[config.mk]
export PLATFORM = sky130hd
export DESIGN_NAME = asr_host
export DESIGN_NICKNAME = d
export VERILOG_FILES = /design/src/inc/asr_pkg.sv /design/src/rtl/asr_host.sv
export SDC_FILE = /design/constraint.sdc
export NUM_CORES = 1
export LEC_CHECK = 0
export BUFFER_PORTS_ARGS = -buffer_cell sky130_fd_sc_hd__buf_2
export CAP_MARGIN = 20
export CELL_PAD_IN_SITES_DETAIL_PLACEMENT = 0
export CELL_PAD_IN_SITES_GLOBAL_PLACEMENT = 2
export CORE_UTILIZATION = 35
export CTS_BUF_LIST = sky130_fd_sc_hd__clkbuf_8
export DETAILED_ROUTE_END_ITERATION = 16
export GPL_TIMING_DRIVEN = 0
export HOLD_SLACK_MARGIN = 0.08
export PLACE_DENSITY_LB_ADDON = 0.1
export SLEW_MARGIN = 20
export SYNTH_ARGS = -nofsm -noshare
export SYNTH_HDL_FRONTEND = slang
export SYNTH_SLANG_ARGS = --single-unit
[constraint.sdc]
create_clock -name core_clk -period 2.3 [get_ports core_clk]
set_input_delay 0.46 -clock core_clk [delete_from_list [all_inputs] [get_ports core_clk]]
set_output_delay 0.46 -clock core_clk [all_outputs]
set_load 0.01 [all_outputs]
[src/inc/asr_pkg.sv]
package asr_pkg;
	// ************************
	// widths
	// ************************
	localparam int ADDR_W = 18;
	localparam int DATA_W = 8;
	localparam int CNT_W  = 5;
	// ************************
	// timing, fastest grade
	// ************************
	localparam int CLK_PERIOD_PS = 4000;
	localparam int T_AW_PS       = 35000;
	localparam int T_DW_PS       = 25000;
	localparam int T_AA_PS       = 45000;
	localparam int T_HZ_PS       = 18000;
	localparam int T_OW_PS       = 5000;
	// least times round up
	localparam int WP_CYC = (T_AW_PS + CLK_PERIOD_PS - 1) / CLK_PERIOD_PS;
	localparam int RD_CYC = (T_AA_PS + CLK_PERIOD_PS - 1) / CLK_PERIOD_PS + 1;
	localparam int HZ_CYC = (T_HZ_PS + CLK_PERIOD_PS - 1) / CLK_PERIOD_PS;
	localparam int OW_CYC = (T_OW_PS + CLK_PERIOD_PS - 1) / CLK_PERIOD_PS;
	localparam int RC_CYC = (HZ_CYC > OW_CYC) ? HZ_CYC : OW_CYC;

	typedef enum logic [2:0] {
		ASR_IDLE,
		ASR_WRITE,
		ASR_READ,
		ASR_RECOVER
	} asr_state_t;

	// ************************
	// carriers
	// ************************
	typedef struct packed {
		logic              write;
		logic [ADDR_W-1:0] addr;
		logic [DATA_W-1:0] wdata;
	} asr_req_t;

	typedef struct packed {
		logic [ADDR_W-1:0] address_lines;
		logic              primary_select_n;
		logic              secondary_select;
		logic              write_n;
		logic              output_enable_n;
		logic [DATA_W-1:0] data_out;
		logic              data_oe_n;
	} asr_pins_t;

	typedef struct packed {
		asr_state_t        state;
		logic [CNT_W-1:0]  cnt;
		asr_pins_t         pins;
		logic [DATA_W-1:0] rdata;
		logic              rvalid;
		logic              wdone;
	} asr_regs_t;
endpackage

[src/rtl/asr_host.sv]
`timescale 1ns/100ps
// Notes on behaviour
// - primary select low, secondary high
// - host releases data when memory drives
// - address held 35 ns before write end
// - write data stable 25 ns before end
module asr_host
	import asr_pkg::*;
(
	// clock and reset
	input  wire logic                      core_clk,
	input  wire logic                      resetn,
	input  wire logic                      clk_en,
	// request side
	input  wire logic                      req_valid,
	output logic                           req_ready,
	input  wire asr_pkg::asr_req_t         req,
	output logic [asr_pkg::DATA_W-1:0]     rsp_rdata,
	output logic                           rsp_rvalid,
	output logic                           rsp_wdone,
	// memory pins
	output logic [asr_pkg::ADDR_W-1:0]     address_lines,
	output logic                           primary_select_n,
	output logic                           secondary_select,
	output logic                           write_n,
	output logic                           output_enable_n,
	output logic [asr_pkg::DATA_W-1:0]     data_lines_out,
	output logic                           data_lines_oe_n,
	input  wire logic [asr_pkg::DATA_W-1:0] data_lines_in
);
	import asr_pkg::*;

	// ************************
	// pin input sync
	// ************************
	logic [DATA_W-1:0] din_s1_q;
	logic [DATA_W-1:0] din_s2_q;
	logic [DATA_W-1:0] din_s3_q;

	always_ff @(posedge core_clk or negedge resetn) begin
		if (!resetn) begin
			din_s1_q <= '0;
			din_s2_q <= '0;
			din_s3_q <= '0;
		end else if (clk_en) begin
			din_s1_q <= data_lines_in;
			din_s2_q <= din_s1_q;
			din_s3_q <= din_s2_q;
		end
	end

	logic din_stable;
	assign din_stable = (din_s2_q == din_s3_q);

	// ************************
	// state
	// ************************
	asr_regs_t r_q;
	asr_regs_t r_d;

	function automatic asr_pins_t idle_pins(input asr_pins_t p);
		asr_pins_t o;
		o                  = p;
		o.primary_select_n = 1'b1;
		o.secondary_select = 1'b0;
		o.write_n          = 1'b1;
		o.output_enable_n  = 1'b1;
		o.data_oe_n        = 1'b1;
		return o;
	endfunction

	localparam asr_regs_t REGS_RST = '{
		state: ASR_IDLE,
		cnt: '0,
		pins: '{address_lines: '0, primary_select_n: 1'b1, secondary_select: 1'b0,
			write_n: 1'b1, output_enable_n: 1'b1, data_out: '0, data_oe_n: 1'b1},
		rdata: '0,
		rvalid: 1'b0,
		wdone: 1'b0
	};

	assign req_ready = (r_q.state == ASR_IDLE);

	always_comb begin
		r_d        = r_q;
		r_d.rvalid = 1'b0;
		r_d.wdone  = 1'b0;
		case (r_q.state)
			ASR_IDLE: begin
				if (req_valid) begin
					r_d.pins.address_lines    = req.addr;
					r_d.pins.primary_select_n = 1'b0;
					r_d.pins.secondary_select = 1'b1;
					if (req.write) begin
						r_d.pins.write_n   = 1'b0;
						r_d.pins.data_out  = req.wdata;
						r_d.pins.data_oe_n = 1'b0;
						r_d.cnt            = CNT_W'(WP_CYC - 1);
						r_d.state          = ASR_WRITE;
					end else begin
						r_d.pins.output_enable_n = 1'b0;
						r_d.pins.data_oe_n       = 1'b1;
						r_d.cnt                  = CNT_W'(RD_CYC - 1);
						r_d.state                = ASR_READ;
					end
				end
			end
			ASR_WRITE: begin
				if (r_q.cnt != '0) begin
					r_d.cnt = r_q.cnt - 1'b1;
				end else begin
					r_d.pins  = idle_pins(r_q.pins);
					r_d.wdone = 1'b1;
					r_d.cnt   = CNT_W'(RC_CYC - 1);
					r_d.state = ASR_RECOVER;
				end
			end
			ASR_READ: begin
				if (r_q.cnt != '0) begin
					r_d.cnt = r_q.cnt - 1'b1;
				end else if (din_stable) begin
					r_d.rdata  = din_s3_q;
					r_d.rvalid = 1'b1;
					r_d.pins   = idle_pins(r_q.pins);
					r_d.cnt    = CNT_W'(RC_CYC - 1);
					r_d.state  = ASR_RECOVER;
				end
			end
			ASR_RECOVER: begin
				if (r_q.cnt != '0) begin
					r_d.cnt = r_q.cnt - 1'b1;
				end else begin
					r_d.state = ASR_IDLE;
				end
			end
			default: begin
				r_d = REGS_RST;
			end
		endcase
	end

	always_ff @(posedge core_clk or negedge resetn) begin
		if (!resetn) begin
			r_q <= REGS_RST;
		end else if (clk_en) begin
			r_q <= r_d;
		end
	end

	// ************************
	// outputs
	// ************************
	assign address_lines    = r_q.pins.address_lines;
	assign primary_select_n = r_q.pins.primary_select_n;
	assign secondary_select = r_q.pins.secondary_select;
	assign write_n          = r_q.pins.write_n;
	assign output_enable_n  = r_q.pins.output_enable_n;
	assign data_lines_out   = r_q.pins.data_out;
	assign data_lines_oe_n  = r_q.pins.data_oe_n;
	assign rsp_rdata        = r_q.rdata;
	assign rsp_rvalid       = r_q.rvalid;
	assign rsp_wdone        = r_q.wdone;

	// ************************
	// assertions
	// ************************
	property p_no_drive_when_oe;
		@(posedge core_clk) disable iff (!resetn)
		!output_enable_n |-> data_lines_oe_n;
	endproperty
	a_no_drive_when_oe: assert property (p_no_drive_when_oe)
		else $error("host drives data while memory enabled");

	property p_write_needs_select;
		@(posedge core_clk) disable iff (!resetn)
		!write_n |-> (!primary_select_n && secondary_select && output_enable_n);
	endproperty
	a_write_needs_select: assert property (p_write_needs_select)
		else $error("write strobe without both selects");

	property p_write_width;
		@(posedge core_clk) disable iff (!resetn)
		$fell(write_n) |-> !write_n [*8] ##1 !write_n;
	endproperty
	a_write_width: assert property (p_write_width)
		else $error("write pulse too short");

	property p_data_stable_in_write;
		@(posedge core_clk) disable iff (!resetn)
		(!write_n && !$past(write_n)) |-> ($stable(data_lines_out) && $stable(address_lines));
	endproperty
	a_data_stable_in_write: assert property (p_data_stable_in_write)
		else $error("data or address moved during write");

	property p_write_ends_together;
		@(posedge core_clk) disable iff (!resetn)
		$rose(write_n) |-> (primary_select_n && data_lines_oe_n);
	endproperty
	a_write_ends_together: assert property (p_write_ends_together)
		else $error("write ended without deselect");

	property p_recover_gap;
		@(posedge core_clk) disable iff (!resetn)
		(clk_en && $rose(primary_select_n)) |-> primary_select_n [*5];
	endproperty
	a_recover_gap: assert property (p_recover_gap)
		else $error("reselect before release time");

	property p_read_select;
		@(posedge core_clk) disable iff (!resetn)
		!output_enable_n |-> (write_n && !primary_select_n && secondary_select);
	endproperty
	a_read_select: assert property (p_read_select)
		else $error("output enable outside read");

	property p_rvalid_after_read;
		@(posedge core_clk) disable iff (!resetn)
		rsp_rvalid |-> (!$past(output_enable_n) && primary_select_n);
	endproperty
	a_rvalid_after_read: assert property (p_rvalid_after_read)
		else $error("read data without read cycle");

	c_write: cover property (@(posedge core_clk) disable iff (!resetn) rsp_wdone);
	c_read: cover property (@(posedge core_clk) disable iff (!resetn) rsp_rvalid);
	c_back: cover property (@(posedge core_clk) disable iff (!resetn)
		rsp_wdone ##[1:40] rsp_rvalid);
endmodule // asr_host

==> reports/qor.txt, run 1 <==
Port Buffers: 80
Site Rows: 35
final setup fails: 0
sequential share of the synthesized area: 0.534
DRT Wirelength: 6870 µm
Synth area leaders: dfrtp_1, mux2_2, buf_4
Clock Root Buffer: clkbuf_8
grt ovf: 0
crit path to: secondary_select
most frequent cells in the layout: buf_2, dfrtp_1, nand2_1
first-pass GRT wire length: 11,300 µm
Post-synth EDFFs: 0
Iter 0 DRT Violations: 70
routed length per placed instance: 12.8 µm
post-detail-place hpwl: 4880 µm
post-synth top area cell: dfrtp_1
PwrDens: 1150 mW/mm²
Rel. slew slack: 0.564
Hold Crit Class: in -> reg
Post-Syn Instances: 303
area of the mapped netlist: 0.00338 mm²
Top FF cell, synth: dfrtp_1
Area Growth Syn to Fin: 26.4%
Clock Skews: 9.40 ps
Worst Path Arrival: 2350 ps
min setup slack post-route: 184 ps
Chip Height: 100 µm
RePlAce Congestion: 0.703
DRT Pass-1 Iters: 3
final-layout fill cell count: 958
maximum clock rate: 473 MHz
Crit Path Max Fanout: 4
Layout Nets: 446
outcome: complete, no violations
Tmin final: 2120 ps
startpoint type of the worst setup path: register
max-cap violations: 0
core area: 0.00928 mm²
layout cells sized above 1: 0.461
leakage power: 2.21 nW
fin cells: 535
Reg-to-Reg End: secondary_select
vias: 2,420
commonest non-fill, non-tap cell in the layout: buf_2
asr flop ratio synth: 1.00
clk_lat worst skew: 350 ps
Num CTS Buffers: 9
ANT nets after route: 0
required time of the critical path: 2530 ps
clk buf depth: 2
crit path kind: reg -> reg
fin crit share: 0.920
fin. max-slew vios: 0
Cell Area, Placed: 0.00398 mm²
syn nets: 348
setup slack, reg-to-reg: 180 ps
average cell area after synthesis: 11.2 µm²
Setup TNS: 0 ps
dpl cells: 513
IO Count: 81
final core utilization: 0.461
clk sinks: 72
diode count: 0
RSZ-0062 raised after global routing: false
Worst Reg2Reg Path Length in Cells: 5
H-tree Lvls: 3
gr usage total: 0.146
CTS clk-pin slew, worst paths: 80 ps
Yosys top cell area share: 0.503
Hold Path Stages: 3
Crit Reg-Reg Startpoint: din_s2_q[3]
Distinct cells, synth: 39
antenna violations before repair: 0
CP startpoint: din_s2_q[3]
Post-Place Setup Slack: -31.1 ps
number of synthesized register bits: 72
Via density: 4.52
Final Hold Viols: 0
largest net degree at the start of global routing: 49
die width: 100 µm
die area: 0.0101 mm²
vias in the first global route: 2,357
crit end category: register
TritonCTS clock tree: built
initial core utilization: 0.364
finished layout cell area: 0.00428 mm²
Worst VDD drop: 0.409 mV
drt drc: 0
Slew @ Worst Pin: 654 ps
number of synthesis warnings: 0
## worst max-delay path, stage by stage, from the launching register on
cell and delay (ps):
dfrtp_1 400, xor2_1 170, nor4_1 430, a21boi_0 290
nor3_2 350, mux2_2 370
## kinds of logic after synthesis
family	Yosys count	synth area share
compound gates	30	0.0610
xor+xnor	9	0.0233
simple gates	96	0.142
flops	72	0.534
mux	36	0.119
fa+ha+maj	6	0.0222
buf+inv	54	0.0987
## registers in the layout, indices dropped and copies added (netlist names)
signal and count:
address_lines 18, data_lines_out 8, din_s1_q 8, din_s2_q 8, din_s3_q 8, rsp_rdata 8
r_q 7, data_lines_oe_n 1, output_enable_n 1, primary_select_n 1, rsp_rvalid 1, rsp_wdone 1
secondary_select 1, write_n 1
## area by class of cell
type | instances | area [µm²] | share of cell area
flip-flops and latches | 72 | 1810 | 0.423
multi-input cells | 177 | 1250 | 0.292
repair buffers | 87 | 478 | 0.112
plain buffers | 47 | 310 | 0.0726
well taps | 129 | 161 | 0.0378
clock buffers | 9 | 124 | 0.0290
clock inverters | 7 | 120 | 0.0281
inverters | 7 | 26.3 | 0.00615
## cells in the mapped netlist, types with 2 or more instances
| cell | number |
|---|---|
| or3_1 | 2 |
| xor2_1 | 8 |
| dfstp_2 | 4 |
| nor4_1 | 2 |
| a2bb2oi_1 | 2 |
| inv_1 | 7 |
| ha_1 | 6 |
| o21ai_0 | 13 |
| mux2_2 | 34 |
| nor3_1 | 2 |
| clkbuf_1 | 10 |
| a22o_1 | 3 |
| a21oi_1 | 2 |
| buf_2 | 3 |
| nor3_2 | 2 |
| nor2_1 | 3 |
| nand3_1 | 19 |
| nand2b_1 | 2 |
| mux2i_1 | 2 |
| dfrtp_1 | 68 |
| nand2_1 | 56 |
| buf_4 | 34 |
| o21a_1 | 2 |
| nand3b_1 | 2 |
## worst min-delay path by stage
stage | from | end | slack, ps
floorplan | resetn | address_lines[0] | 160
global placement | address_lines[16] | address_lines[16] | 450
detailed placement | resetn | data_lines_out[0] | 390
CTS | data_lines_in[4] | din_s1_q[4] | 320
global route | data_lines_in[4] | din_s1_q[4] | 330
finish | req[14] | address_lines[6] | 340
## per-stage QoR
step / hold WS [ps] / power, W
floorplan: 164 / 0.00309
global placement: 451 / 0.00363
detailed placement: 394 / 0.00365
CTS: 322 / 0.00492
global route: 326 / 0.00526
finish: 339 / 0.00490
## routing by layer
layer  vias to the layer above  routed length, µm  global-route usage
met5                         -                  0                   0
met4                         0                108              0.0702
met3                         9                316              0.0313
met2                        53               3230               0.237
met1                      1169               3210               0.185
li1                       1189                  -                   -
## repair_timing
item	in CTS	in global routing
hold buffers	1	0
hold endpoints to repair	23	0
resized for setup	1	4
gates cloned	0	0
setup endpoints to repair	10	20
setup buffers	0	5
## power by group
group / internal, W / switching [W] / total, W
sequential: 0.00159 / 0.000190 / 0.00178
clock: 0.000722 / 0.000495 / 0.00122
combinational: 0.000886 / 0.00101 / 0.00190
total: 0.00320 / 0.00170 / 0.00490
Note: power is estimated with default switching activity, not from simulation.
==> run 2, diff against run 1 <==
- ABC_AREA: not set -> 1
- CORE_UTILIZATION: 35 -> 33
==> reports/qor.txt, run 2 <==
outcome: complete, no violations
Slew @ Worst Pin: 477 ps
CTS resizes: 0
core area: 0.0104 mm²
die width: 106 µm
max-cap violations: 0
setup slack, reg-to-reg: 300 ps
most frequent cells in the layout: buf_2, nand2_1, dfrtp_1
antenna violations before repair: 0
Num CTS Buffers: 9
post-synth top area cell: dfrtp_1
crit path kind: reg -> reg
crit end category: register
gr usage total: 0.153
fin crit share: 0.870
largest net degree at the start of global routing: 42
slowest CP cell: dfrtp_1
Tmin final: 2000 ps
final-layout fill cell count: 1,092
grt ovf: 0
RSZ-0062 raised after global routing: false
Setup TNS: 0 ps
Crit Reg-Reg Startpoint: r_q[46]
Post-Syn Instances: 404
clk_lat worst skew: 340 ps
PwrDens: 1160 mW/mm²
finished layout cell area: 0.00436 mm²
Worst Path Arrival: 2280 ps
number of synthesized register bits: 72
Worst Reg2Reg Path Length in Cells: 10
Yosys top cell area share: 0.481
maximum clock rate: 500 MHz
Worst VDD drop: 0.399 mV
Cell Area, Placed: 0.00413 mm²
sequential share of the synthesized area: 0.511
number of synthesis warnings: 0
first-pass GRT wire length: 13,200 µm
routed length per placed instance: 12.2 µm
Area Growth Syn to Fin: 23.2%
cell repeated most along the worst path: nor2_1
CTS clk-pin slew, worst paths: 80 ps
fin. max-slew vios: 0
CP startpoint: r_q[46]
DRT Wirelength: 7810 µm
Distinct cells, synth: 29
Top FF cell, synth: dfrtp_1
CTS Hold Buffers Added: 1
Hold WS: 326 ps
worst-path cell chain: inv_1 -> ha_1 -> buf_2 -> inv_2 -> nor2_1 -> nor2_1 -> nand3_2 -> nor2_4 -> nand3_1 -> nand2_1
RePlAce Congestion: 0.757
Clock Skews: 9.23 ps
Chip Height: 106 µm
clk sinks: 72
post-CTS setup repair buffer count: 0
TritonCTS clock tree: built
CP max stage delay: 400 ps
Iter 0 DRT Violations: 94
final setup fails: 0
Reg-to-Reg End: data_lines_out[7]
required time of the critical path: 2580 ps
Layout Nets: 542
final core utilization: 0.420
Post-synth EDFFs: 0
average cell area after synthesis: 8.76 µm²
crit path to: data_lines_out[7]
Site Rows: 37
Hold Crit Class: in -> reg
area of the mapped netlist: 0.00354 mm²
die area: 0.0111 mm²
DRT Pass-1 Iters: 4
layout cells sized above 1: 0.335
drt drc: 0
most common cell in the netlist: nand2_1
leakage power: 2.30 nW
vias: 2,768
vias in the first global route: 2,679
H-tree Lvls: 3
ANT nets after route: 0
Clock Root Buffer: clkbuf_8
post-detail-place hpwl: 5670 µm
Largest register FFs: 18
Final Hold Viols: 0
diode count: 0
Rel. slew slack: 0.682
asr flop ratio synth: 1.00
Commonest cells post-synth: nand2_1, dfrtp_1, o21ai_0
initial core utilization: 0.341
Synth area leaders: dfrtp_1, nand2_1, buf_4
startpoint type of the worst setup path: register
Port Buffers: 80
commonest non-fill, non-tap cell in the layout: buf_2
clk buf depth: 2
Via density: 4.34
syn nets: 449
Crit Path Max Fanout: 10
IO Count: 81
[run 2: metal layers]
metal | wire (µm) | GRT usage | up-vias
li1 | - | - | 1436
met5 | 0 | 0 | -
met2 | 3410 | 0.223 | 58
met1 | 3950 | 0.219 | 1266
met4 | 96 | 0.0635 | 0
met3 | 344 | 0.0309 | 8
[run 2: worst min path at each step]
stage,startpoint,endpoint,cells after the start
floorplan,resetn,address_lines[0],0
global placement,output_enable_n,output_enable_n,2
detailed placement,resetn,din_s1_q[5],1
CTS,data_lines_in[0],din_s1_q[0],3
global route,req[12],address_lines[4],3
finish,data_lines_in[0],din_s1_q[0],3
[run 2: critical path, delay by kind of cell, from the launching register on]
kind	cells	cell delay [ps]
and+or+nand+nor	6	930
adders and majority gates	1	200
DFF	1	400
buffers and inverters	3	410
[run 2: stage by stage]
| step | worst slack (ps) | instances | power, W |
|---|---|---|---|
| global route | 103 | 638 | 0.00549 |
| finish | 300 | 638 | 0.00505 |
| CTS | 276 | 638 | 0.00514 |
| global placement | 241 | 620 | 0.00396 |
| detailed placement | 284 | 621 | 0.00400 |
| floorplan | 614 | 404 | 0.00333 |
[run 2: kinds of logic (layout without fill, tap and decap cells)]
family          count (synthesis)  count (layout)  synth area share
compound gates                 71              71             0.112
xor+xnor                        7               7            0.0173
fa+ha+maj                       6               6            0.0212
buf+inv                       102             200             0.149
flops                          72              72             0.511
mux                             3               3           0.00955
simple gates                  143             143             0.180
[run 2: area by class of cell]
cell class              instances  area, µm²  area share
well taps                     136        170      0.0390
inverters                      55        206      0.0473
clock buffers                   9        124      0.0284
clock inverters                 7       95.1      0.0218
multi-input cells             230       1200       0.276
repair buffers                 82        433      0.0993
flip-flops and latches         72       1810       0.414
plain buffers                  47        322      0.0737
[run 2: where the power goes]
part	switching (W)	total [W]	internal [W]
registers	0.000204	0.00185	0.00165
logic	0.00120	0.00209	0.000884
clock network	0.000500	0.00111	0.000613
total	0.00191	0.00505	0.00315
